`src/design/btsl_defs.vh`:
```
// Constants shared by the boot table section loader files
`ifndef BTSL_DEFS_VH
`define BTSL_DEFS_VH

// Boot-select pin codes
`define BTSL_M_SPI24      4'h1
`define BTSL_M_USB        4'h2
`define BTSL_M_SPI16      4'h9
`define BTSL_M_PAR16      4'hB
`define BTSL_M_STD16      4'hE
`define BTSL_M_STD8       4'hF
`define BTSL_M_HOST_MUX   4'h5
`define BTSL_M_HOST_NMUX  4'h6

// Field geometry
`define BTSL_ADDR_W       24
`define BTSL_LAST_B32     2'h3
`define BTSL_LAST_B16     2'h1
`define BTSL_DELAY_TAG    16'hFFFF

// Misc reset and step values
`define BTSL_ZERO24       24'h000000
`define BTSL_ONE24        24'h000001
`define BTSL_ONE16        16'h0001
`define BTSL_ONE32        32'h00000001

`endif

```
`src/design/btsl_buf.v`:
```
// Two-entry valid/ready buffer between section copier and memory port
module btsl_buf #(
   parameter W = 32                    // Entry width
) (
   input  wire         clock_i,        // System clock
   input  wire         rst_n_i,        // Async reset, active low
   input  wire         in_valid_i,     // Writer offers entry
   input  wire [W-1:0] in_data_i,      // Entry offered
   output wire         in_ready_o,     // Room for an entry
   output wire         out_valid_o,    // Entry available
   output wire [W-1:0] out_data_o,     // Oldest entry
   input  wire         out_ready_i     // Reader takes entry
);
   reg [W-1:0] mem [0:1];
   reg         wr_ptr;
   reg         rd_ptr;
   reg [1:0]   fill;

   wire push = in_valid_i & in_ready_o;
   wire pop  = out_valid_o & out_ready_i;

   // Full only at two, so a stalled reader really backs up the writer
   assign in_ready_o  = (fill != 2'h2);
   assign out_valid_o = (fill != 2'h0);
   assign out_data_o  = mem[rd_ptr];

   // Storage itself needs no reset; fill count guards every read
   always @(posedge clock_i) begin
      if (push) begin
         mem[wr_ptr] <= in_data_i;
      end
   end

   // Pointers and occupancy
   always @(posedge clock_i or negedge rst_n_i) begin
      if (!rst_n_i) begin
         wr_ptr <= 1'b0;
         rd_ptr <= 1'b0;
         fill   <= 2'h0;
      end else begin
         if (push) begin
            wr_ptr <= ~wr_ptr;
         end
         if (pop) begin
            rd_ptr <= ~rd_ptr;
         end
         if (push & ~pop) begin
            fill <= fill + 2'h1;
         end else if (pop & ~push) begin
            fill <= fill - 2'h1;
         end
      end
   end
endmodule

```
`src/design/btsl_loader.v`:
```
// Boot table parser and section copier
`include "btsl_defs.vh"

// How it works
// - Odd section start address: one leading pad byte is dropped.
// - Section ending on even byte address: one trailing pad byte dropped.
// - Only true section bytes reach memory, each at its true address.
// - Section record is 32-bit byte count then 32-bit destination.
// - Count and destination use only their low 24 bits.
// - Section bytes are written sequentially from the destination address.
// - Sections repeat until a zero byte count ends the table.
// - At table end the entry point is presented and branch is signalled.
// - Program and data sections share one byte-addressed copy path.
// - Pins 0001, 1001, 0010 select byte-wide table streams.
// - Pins 1011 select 16-bit parallel word table stream.
// - Pins 1110 select 16-bit, 1111 select 8-bit serial stream.
// - Host-port modes parse no table at all.
// - Count of config entries, each 16-bit port address and value.
// - Port address FFFFh means delay of the next 16-bit cycle count.
module btsl_loader #(
   parameter AW = `BTSL_ADDR_W         // Memory address width
) (
   input  wire          clock_i,       // System clock, 100 MHz
   input  wire          rst_n_i,       // Async reset, active low
   input  wire [3:0]    boot_select_pins_i, // Boot mode straps
   input  wire          in_valid_i,    // Table stream word valid
   input  wire [15:0]   in_data_i,     // Table word, bytes in [7:0] if 8-bit
   output wire          in_ready_o,    // Loader takes table word
   output wire          mem_valid_o,   // Memory byte write request
   output wire [AW-1:0] mem_addr_o,    // Memory byte address
   output wire [7:0]    mem_data_o,    // Memory byte data
   input  wire          mem_ready_i,   // Memory accepts byte
   output reg           port_wr_o,     // Port register write pulse
   output reg  [15:0]   port_addr_o,   // Port register address
   output reg  [15:0]   port_data_o,   // Port register value
   output reg           delay_busy_o,  // Programmed delay running
   output reg           host_port_mode_o, // Host port interface boot
   output reg           mode_error_o,  // Strap code not supported
   output reg           branch_o,      // One-cycle branch pulse
   output reg           boot_done_o,   // Table fully loaded
   output reg  [AW-1:0] entry_addr_o   // Entry-point byte address
);
   // One-hot parser states
   localparam S_SAMPLE = 14'h0001;
   localparam S_ENTRY  = 14'h0002;
   localparam S_CCNT   = 14'h0004;
   localparam S_CADDR  = 14'h0008;
   localparam S_CVAL   = 14'h0010;
   localparam S_DELAY  = 14'h0020;
   localparam S_SCNT   = 14'h0040;
   localparam S_SADDR  = 14'h0080;
   localparam S_LPAD   = 14'h0100;
   localparam S_DATA   = 14'h0200;
   localparam S_TPAD   = 14'h0400;
   localparam S_DRAIN  = 14'h0800;
   localparam S_RUN    = 14'h1000;
   localparam S_HALT   = 14'h2000;

   // Strap decode: does this code carry a boot table
   function is_table;
      input [3:0] m;
      begin
         is_table = (m == `BTSL_M_SPI24) | (m == `BTSL_M_SPI16) |
                    (m == `BTSL_M_USB)   | (m == `BTSL_M_PAR16) |
                    (m == `BTSL_M_STD16) | (m == `BTSL_M_STD8);
      end
   endfunction

   // Strap decode: does the stream deliver 16-bit words
   function is_wide;
      input [3:0] m;
      begin
         is_wide = (m == `BTSL_M_PAR16) | (m == `BTSL_M_STD16);
      end
   endfunction

   function is_host;
      input [3:0] m;
      begin
         is_host = (m == `BTSL_M_HOST_MUX) | (m == `BTSL_M_HOST_NMUX);
      end
   endfunction

   reg  [13:0]   state;
   reg  [13:0]   next_state;
   reg           wide;
   reg  [7:0]    lo_byte;
   reg           lo_pend;
   reg  [31:0]   field;
   reg  [1:0]    bcnt;
   reg  [31:0]   cfg_left;
   reg  [15:0]   delay_left;
   reg  [AW-1:0] cur_addr;
   reg  [AW-1:0] left;
   wire          buf_ready;
   wire          buf_valid_out;
   wire [AW+7:0] buf_out;

   // Byte source: wide words split high byte first, low byte held back
   wire       byte_valid = lo_pend | in_valid_i;
   wire [7:0] byte_data  = lo_pend ? lo_byte :
                           (wide ? in_data_i[15:8] : in_data_i[7:0]);

   // States that consume bytes; copying stalls on a full buffer
   wire want = (state == S_ENTRY) | (state == S_CCNT) |
               (state == S_CADDR) | (state == S_CVAL) |
               (state == S_SCNT)  | (state == S_SADDR) |
               (state == S_LPAD)  | (state == S_TPAD) |
               ((state == S_DATA) & buf_ready);
   wire take = want & byte_valid;
   assign in_ready_o = want & ~lo_pend;

   // Field assembly, most significant byte first
   wire [31:0] fnext   = {field[23:0], byte_data};
   wire        is16    = (state == S_CADDR) | (state == S_CVAL);
   wire        f_last  = (bcnt == (is16 ? `BTSL_LAST_B16 : `BTSL_LAST_B32));
   wire        f_done  = take & f_last;
   // At the value's last byte the port address sits in the upper half
   wire [15:0] cfg_port = fnext[31:16];

   // Section header values trimmed to the address range
   wire [AW-1:0] f_low   = fnext[AW-1:0];
   wire          last_by = (left == `BTSL_ONE24);
   // Trailing pad present when the final true byte sits on an even address
   wire          tail_pad = ~cur_addr[0];

   // Payload bytes only; pads never reach the buffer
   wire buf_push = (state == S_DATA) & take;

   btsl_buf #(
      .W (AW + 8)
   ) u_buf (
      .clock_i     (clock_i),
      .rst_n_i     (rst_n_i),
      .in_valid_i  (buf_push),
      .in_data_i   ({cur_addr, byte_data}),
      .in_ready_o  (buf_ready),
      .out_valid_o (buf_valid_out),
      .out_data_o  (buf_out),
      .out_ready_i (mem_ready_i)
   );

   assign mem_valid_o = buf_valid_out;
   assign mem_addr_o  = buf_out[AW+7:8];
   assign mem_data_o  = buf_out[7:0];

   // Next-state decode
   always @* begin
      next_state = state;
      case (state)
         S_SAMPLE: begin
            if (is_host(boot_select_pins_i)) begin
               next_state = S_RUN;
            end else if (is_table(boot_select_pins_i)) begin
               next_state = S_ENTRY;
            end else begin
               next_state = S_HALT;
            end
         end
         S_ENTRY: begin
            if (f_done) begin
               next_state = S_CCNT;
            end
         end
         S_CCNT: begin
            if (f_done) begin
               next_state = (fnext == 32'h0) ? S_SCNT : S_CADDR;
            end
         end
         S_CADDR: begin
            if (f_done) begin
               next_state = S_CVAL;
            end
         end
         S_CVAL: begin
            if (f_done) begin
               if ((cfg_port == `BTSL_DELAY_TAG) &&
                   (fnext[15:0] != 16'h0)) begin
                  next_state = S_DELAY;
               end else if (cfg_left == `BTSL_ONE32) begin
                  next_state = S_SCNT;
               end else begin
                  next_state = S_CADDR;
               end
            end
         end
         S_DELAY: begin
            if (delay_left == `BTSL_ONE16) begin
               next_state = (cfg_left == 32'h0) ? S_SCNT : S_CADDR;
            end
         end
         S_SCNT: begin
            if (f_done) begin
               next_state = (f_low == `BTSL_ZERO24) ? S_DRAIN : S_SADDR;
            end
         end
         S_SADDR: begin
            if (f_done) begin
               next_state = fnext[0] ? S_LPAD : S_DATA;
            end
         end
         S_LPAD: begin
            if (take) begin
               next_state = S_DATA;
            end
         end
         S_DATA: begin
            if (take && last_by) begin
               next_state = tail_pad ? S_TPAD : S_SCNT;
            end
         end
         S_TPAD: begin
            if (take) begin
               next_state = S_SCNT;
            end
         end
         S_DRAIN: begin
            // Branch only once every byte has landed in memory
            if (!buf_valid_out) begin
               next_state = S_RUN;
            end
         end
         S_RUN: begin
            next_state = S_RUN;
         end
         S_HALT: begin
            next_state = S_HALT;
         end
         default: begin
            next_state = S_HALT;
         end
      endcase
   end

   // Parser registers
   always @(posedge clock_i or negedge rst_n_i) begin
      if (!rst_n_i) begin
         state      <= S_SAMPLE;
         wide       <= 1'b0;
         lo_byte    <= 8'h00;
         lo_pend    <= 1'b0;
         field      <= 32'h0;
         bcnt       <= 2'h0;
         cfg_left   <= 32'h0;
         delay_left <= 16'h0;
         cur_addr   <= `BTSL_ZERO24;
         left       <= `BTSL_ZERO24;
      end else begin
         state <= next_state;
         // Straps are caught on the first edge after reset release
         if (state == S_SAMPLE) begin
            wide <= is_wide(boot_select_pins_i);
         end
         // Low half of a wide word waits for the next byte slot
         if (take) begin
            if (lo_pend) begin
               lo_pend <= 1'b0;
            end else if (wide) begin
               lo_pend <= 1'b1;
               lo_byte <= in_data_i[7:0];
            end
         end
         // Only header states advance the field counter
         if (take && (state != S_DATA) && (state != S_LPAD) &&
             (state != S_TPAD)) begin
            field <= fnext;
            bcnt  <= f_last ? 2'h0 : bcnt + 2'h1;
         end
         if ((state == S_CCNT) && f_done) begin
            cfg_left <= fnext;
         end
         if ((state == S_CVAL) && f_done) begin
            cfg_left <= cfg_left - `BTSL_ONE32;
            if (cfg_port == `BTSL_DELAY_TAG) begin
               delay_left <= fnext[15:0];
            end
         end
         if (state == S_DELAY) begin
            delay_left <= delay_left - `BTSL_ONE16;
         end
         if ((state == S_SCNT) && f_done) begin
            left <= f_low;
         end
         if ((state == S_SADDR) && f_done) begin
            cur_addr <= f_low;
         end
         // One address step per payload byte, for code and data alike
         if (buf_push) begin
            cur_addr <= cur_addr + `BTSL_ONE24;
            left     <= left - `BTSL_ONE24;
         end
      end
   end

   // Status and side-effect outputs
   always @(posedge clock_i or negedge rst_n_i) begin
      if (!rst_n_i) begin
         port_wr_o        <= 1'b0;
         port_addr_o      <= 16'h0;
         port_data_o      <= 16'h0;
         delay_busy_o     <= 1'b0;
         host_port_mode_o <= 1'b0;
         mode_error_o     <= 1'b0;
         branch_o         <= 1'b0;
         boot_done_o      <= 1'b0;
         entry_addr_o     <= `BTSL_ZERO24;
      end else begin
         // Tagged delay addresses never raise the port write pulse
         port_wr_o <= (state == S_CVAL) & f_done &
                      (cfg_port != `BTSL_DELAY_TAG);
         if ((state == S_CVAL) && f_done) begin
            port_addr_o <= cfg_port;
            port_data_o <= fnext[15:0];
         end
         delay_busy_o <= (next_state == S_DELAY);
         if (state == S_SAMPLE) begin
            host_port_mode_o <= is_host(boot_select_pins_i);
         end
         mode_error_o <= (next_state == S_HALT);
         if ((state == S_ENTRY) && f_done) begin
            entry_addr_o <= f_low;
         end
         // Host mode never raises done; its entry comes from the host
         branch_o    <= (state == S_DRAIN) & (next_state == S_RUN);
         boot_done_o <= (next_state == S_RUN) & ~host_port_mode_o &
                        ~(state == S_SAMPLE);
      end
   end
endmodule

```
`config.mk`:
```
export PLATFORM = sky130hd
export DESIGN_NAME = btsl_loader
export DESIGN_NICKNAME = d
export VERILOG_FILES = /design/src/design/btsl_buf.v /design/src/design/btsl_loader.v
export VERILOG_INCLUDE_DIRS = /design/src /design/src/design
export SDC_FILE = /design/constraint.sdc
export NUM_CORES = 1
export LEC_CHECK = 0
export BUFFER_PORTS_ARGS = -buffer_cell sky130_fd_sc_hd__buf_2
export CAP_MARGIN = 5
export CORE_ASPECT_RATIO = 1.25
export CORE_MARGIN = 2
export CORE_UTILIZATION = 60
export CTS_BUF_LIST = sky130_fd_sc_hd__clkbuf_8
export CTS_CLUSTER_SIZE = 8
export DETAILED_ROUTE_END_ITERATION = 8
export PLACE_DENSITY = 0.9
export SYNTH_ARGS = -nofsm -noshare
export SYNTH_HDL_FRONTEND = slang
export SYNTH_SLANG_ARGS = --single-unit
```
`constraint.sdc`:
```
create_clock -name clock_i -period 4.9 [get_ports clock_i]
set_input_delay 0.735 -clock clock_i [delete_from_list [all_inputs] [get_ports clock_i]]
set_output_delay 0.735 -clock clock_i [all_outputs]
set_load 0.01 [all_outputs]
```
# Word level (Yosys, flattened, before mapping)
# Memories as Yosys holds them, arrays and structs flattened.
# Index checks and enable logic that the tools add are counted.
[word_totals] out_inout_bits=96 regBits=212 mem_bits_rw=64 n_memories=1
[op_classes] eq_ne=34 muxes=40 n_addsub=7 n_reduce_logical=23 bitwise=38
[memory_table] name="u_buf.mem" depth=2 width=32 read_ports=1 rd_ports_with_merged_regs=0 wr=1 line="btsl_buf.v:14" rtl="reg [W-1:0] mem [0:1];"
[ops] operator="$mux W14" n=13
[ops] operator="$pmux W14 S13" n=1
[ops] operator="$mux W24" n=4
[ops] operator="$logic_not A32 Y1" n=2
[ops] operator="$mux W32" n=2
[ops] operator="$mux W16" n=3
[ops] operator="$eq A32 B1 Y1 const B" n=1
[ops] operator="$sub A32 B1 Y32 const B" n=1
[ops] operator="$eq A14 B13 Y1 const B" n=2
[ops] operator="$eq A14 B6 Y1 const B" n=2
[ops] operator="$mux W7" n=4
[ops] operator="$add A24 B1 Y24 const B" n=1
[ops] operator="$eq A24 B1 Y1 const B" n=1
[ops] operator="$logic_not A24 Y1" n=1
[ops] operator="$sub A24 B1 Y24 const B" n=1
[ops] operator="$or A1 B1 Y1" n=17
[ops] operator="$eq A16 B1 Y1 const B" n=1
[ops] operator="$eq A16 B16 Y1 const B" n=1
[ops] operator="$eq A4 B4 Y1 const B" n=4
[ops] operator="$mux W8" n=2
[ops] operator="$ne A16 B16 Y1 const B" n=1
[ops] operator="$reduce_bool A16 Y1" n=1
[ops] operator="$sub A16 B1 Y16 const B" n=1
[ops] operator="$and A1 B1 Y1" n=14
[ops] operator="other kinds (32)" n=61

# Depth between registers and ports, before layout
[logic_depth] depth_word=16 depth_mapped=11 ltp_nobuf=9

# By module
# A second synthesis with hierarchy kept.
[hier_totals] cells_unflattened=1363 hier_area_um2=13760.7
[by_module_without_submodules] mod="btsl_loader" instances=1 cells_per_inst=1245 area_per_inst_um2=11101.9
[by_module_without_submodules] mod="btsl_buf" instances=1 cells_per_inst=118 area_per_inst_um2=2658.8

# Least setup slack after synthesis
# OpenSTA, ideal clock, no wires.
[synth_timing] path_kind="flip-flop to flip-flop" start="register state[4]" end="memory u_buf.mem[0][0], enable pin" setup_ns=0.421 arrival_ns=3.653 synth_period_minus_slack_ns=4.074 path_stages_with_launch=8 path_slack_ns=0.826 n_path_buf=2 cell_sequence="dfrtp_1 -> buf_2 -> or4_4 -> or4_4 -> a31oi_4 -> o211ai_1 -> buf_2 -> nor2_1"
[synth_between] elab_chain_cells=14 word_cells_on_any_way=23 classes_between="9 x eq/ne; 2 x mux; 12 x bitwise"
[synth_lines] element="from (decl)" line="btsl_loader.v:84" rtl="reg [13:0] state;"
[synth_lines] element="from (signal assigned)" line="btsl_loader.v:249" rtl="state <= next_state;"
[synth_lines] element="$eq A14 B2 Y1 or $eq A14 B3 Y1 (tied branches)" line="btsl_loader.v:105" rtl="wire want = (state == S_ENTRY) | (state == S_CCNT) |"
[synth_lines] element="$or A1 B1 Y1 (2 in a row)" line="btsl_loader.v:105"
[synth_lines] element="$or A1 B1 Y1 (2 in a row)" line="btsl_loader.v:106" rtl="(state == S_CADDR) | (state == S_CVAL) |"
[synth_lines] element="$or A1 B1 Y1 (2 in a row)" line="btsl_loader.v:107" rtl="(state == S_SCNT) | (state == S_SADDR) |"
[synth_lines] element="$or A1 B1 Y1 (2 in a row)" line="btsl_loader.v:108" rtl="(state == S_LPAD) | (state == S_TPAD) |"
[synth_lines] element="$and A1 B1 Y1" line="btsl_loader.v:110" rtl="wire take = want & byte_valid;"
[synth_lines] element="$and A1 B1 Y1 (*)" line="btsl_loader.v:128" rtl="wire buf_push = (state == S_DATA) & take;"
[synth_lines] element="$and A1 B1 Y1 (*)" line="btsl_buf.v:19" rtl="wire push = in_valid_i & in_ready_o;"
[synth_lines] element="$mux W1 (*)" line="btsl_buf.v:29" rtl="if (push) begin"
[synth_lines] element="$mux W1 (not written as such) (*)" line="btsl_buf.v:30" rtl="mem[wr_ptr] <= in_data_i;"
[synth_lines] element="to (decl)" line="btsl_buf.v:14"
# Mark *: on every way between the ends. The rest lies on a longest branch, timed or not.

# Final worst setup path
[layout_timing] start="register state[3]" end="register cur_addr[4]"
[layout_between] elab_chain_cells=13 word_cells_on_any_way=27 classes_between="10 x eq/ne; 2 x mux; 13 x bitwise; 2 x reduce/logical"
[layout_lines] element="$eq A14 B2 Y1 or $eq A14 B3 Y1 (tied branches)" line="btsl_loader.v:105"
[layout_lines] element="$or A1 B1 Y1 (2 in a row)" line="btsl_loader.v:105"
[layout_lines] element="$or A1 B1 Y1 (2 in a row)" line="btsl_loader.v:106"
[layout_lines] element="$or A1 B1 Y1 (2 in a row)" line="btsl_loader.v:107"
[layout_lines] element="$or A1 B1 Y1 (2 in a row)" line="btsl_loader.v:108"
[layout_lines] element="$and A1 B1 Y1" line="btsl_loader.v:110"
[layout_lines] element="$and A1 B1 Y1" line="btsl_loader.v:117" rtl="wire f_done = take & f_last;"
[layout_lines] element="$logic_and A1 B1 Y1" line="btsl_loader.v:284" rtl="if ((state == S_SADDR) && f_done) begin"
[layout_lines] element="$reduce_bool A2 Y1 (no source line)"
[layout_lines] element="to (signal assigned)" line="btsl_loader.v:246" rtl="cur_addr <= `BTSL_ZERO24;"
[layout_lines] element="to (signal assigned)" line="btsl_loader.v:285" rtl="cur_addr <= f_low;"
[layout_lines] element="to (signal assigned)" line="btsl_loader.v:289" rtl="cur_addr <= cur_addr + `BTSL_ONE24;"
[layout_lines] element="to (decl)" line="btsl_loader.v:93" rtl="reg [AW-1:0] cur_addr;"
# Parallel ways exist; a longest one is shown, timed or not.
# A chain may end at the register's enable or synchronous reset.

==> impl_metrics.toml <==
[clocking]
cts_inserted_buffers = 42
clk_path_buf_depth = 3
hold_buffers = 0
cts-root-buf = "clkbuf_8"
htree_levels = 2
clk_pin_slew_ps = 60
post_cts_buffers = 0
clock_sinks = 276
clock_latency_ps = 570
cts_tree = "yes"
cts_resized = 0

[route]
drt-vias-per-instance = 6.57
drtIter0Drc = 1381
wl_um = 37200
via_count = 11700
first_pass_iters = 9
drtAntennaViolNets = 0
drc = 0
routedWlPerCell_um = 20.8

[timing]
fin_crit_ps = 3850
tightest_slew_ps = 1270
skew_ps = 36.2
fin_tns_setup_ps = 0
max_slew_margin_pct = 15.2
finalMaxSlewViolations = 0
setup_viol = 0
hold_viol = 0
rsz0062_at_grt = "no"
fin_crit_sh_pct = 78.5
clock.fmax_mhz = 260

[hold_path]
worst_hold_path_type = "in -> async"

[final_layout]
drive_gt1_share_pct = 18.6
syn_to_final_growth_pct = 11.6
final_area_um2 = 15100
fill_cells = 1652
n_antenna_cell = 0
nNetsFinal = 1505

[logic_synthesis]
synth_top_flop_cell = "dfrtp_1"
synth_fp_nets = 1392
synth_area_leader_cell = "dfrtp_1"
ys_top_cells_by_count = "nand2_1, dfrtp_1, nor2_1, o21ai_0, a21oi_1"
synth.most_common_cell = "nand2_1"
ys_seq_area_share_pct = 53.3
yosysTopAreaCellShare_pct = 38.9
ys_ff_latch = 276
synth_area_per_cell_um2 = 9.97
synth-warning-count = 0
yosys-top-cells-area = "dfrtp_1, edfxtp_1, nand2_1"
netlist_area_um2 = 13600
synth_edf_count = 64
postSynthCellCount = 1360
synthDistinctLibCells = 82
synth-async-reset-ratio_pct = 76.8

[floorplan]
die_area_um2 = 23800
ioPinCount = 120
chipHeight_um = 172
fp.dieW_um = 138
start_util_pct = 61.1
core_um2 = 22200
row_count = 61

[worst_setup_path]
crit_fanout = 36
required_ps = 5330
end_kind = "flop"
path_class = "reg -> reg"
start_kind = "flop"
worstPathArrival_ps = 4270

[grt]
grt_overflow_total = 0
grt_pass1_wl_um = 59100
grt_start_max_net_pins = 120
antenna_found_initial = 0
grt_pass1_vias = 11500
grtUsageTotal_pct = 30.8

[placement]
dp_hpwl_um = 25000
place_area_um2 = 14400
place.gp.congestion = 0.956
numPortBuffers = 119

[pwr]
power_density_nw_per_um2 = 275
power.static_leakage_nw = 6.86
ir_drop_mv = 0.233

[status]
status = "completed"

[job]
cap_viol_max_count = 0
## critical path, cell delays in order, from the launching register on
cell,delay (ps)
dfrtp_1,510
or4_1,550
nor4_1,900
o311a_1,300
buf_4,350
a21o_1,620
a21oi_1,160
a211oi_1,330
## power by group
group / switching (mW) / leakage, nW / internal, mW
Clock: 0.886 / 0.468 / 0.875
Combinational: 0.0446 / 2.91 / 0.0136
Sequential: 0.000620 / 3.48 / 2.34
Total: 0.931 / 6.86 / 3.23
## layout make-up
class,count,area (um^2),share of cell area (%)
repair buffers,140,762,5.03
clock buffers,47,647,4.27
inverters,30,113,0.744
clock inverters,25,105,0.694
well taps,283,354,2.34
multi-input cells,983,5930,39.2
flip-flops and latches,276,7230,47.7
## layout by cell type, fill, tap and decap left out, types with 26 or more instances in the layout
cell      netlist  layout
mux2_2         64      64
nor3_1         36      35
nand2_1       221     220
nand3_1        40      40
buf_2          14     118
edfxtp_1       64      64
inv_1          29      51
o21ai_0        91      91
nor4_1         26      26
a21oi_1        69      69
dfrtp_1       211     211
nor2_1        112     111
clkbuf_8        0      48
## flip-flops by register name, summed over array words and instances, names as in the netlist, 2 cells and up
name and cells:
bcnt 2, cfg_left 32, cur_addr 24, delay_left 16
entry_addr_o 24, field 24, left 24, lo_byte 8
port_addr_o 16, port_data_o 16, state 14, u_buf.fill 2
u_buf.mem 64
## worst paths after layout
kind	start	end	slack, ps	cells past startpoint
setup / recovery	state[3]	cur_addr[4]	1050	7
hold / removal	rst_n_i	port_data_o[3]	300	1
setup reg to reg	state[3]	cur_addr[4]	1050	7
hold reg to reg	port_data_o[13]	port_data_o[13]	460	2
max in group asynchronous	rst_n_i	lo_byte[4]	3490	2
min in group clock_i	in_data_i[0]	lo_byte[0]	440	2
## stage by stage
step	cells	power (mW)	util, %	hold WS (ps)	setup WS, ps
floorplan	1360	2.40	-	439	826
CTS	1784	4.18	68.2	372	1160
global route	1784	4.28	68.2	414	697
detailed placement	1712	2.45	64.8	451	1250
global placement	1712	2.45	64.8	436	1370
finish	1784	4.16	68.2	303	1050
## cells by family after synthesis
| family | after synthesis | share of synthesized area [%] |
|---|---|---|
| DFF | 276 | 53.3 |
| AOI/OAI and AO/OA | 324 | 15.6 |
| buffers and inverters | 101 | 3.10 |
| muxes | 85 | 6.95 |
| and+or+nand+nor | 551 | 19.4 |
| adders and majority gates | 8 | 0.738 |
| other | 1 | 0.0276 |
| xor gates and xnor gates | 14 | 0.904 |
## layer usage
metal / vias up / routed length, um / track usage [%]
li1: 5193 / - / -
met1: 5633 / 13700 / 37.3
met2: 711 / 17800 / 51.5
met3: 177 / 3370 / 6.20
met4: 0 / 2210 / 18.5
met5: - / 0 / 0
No activity file was read; power rests on OpenSTA's default activity.
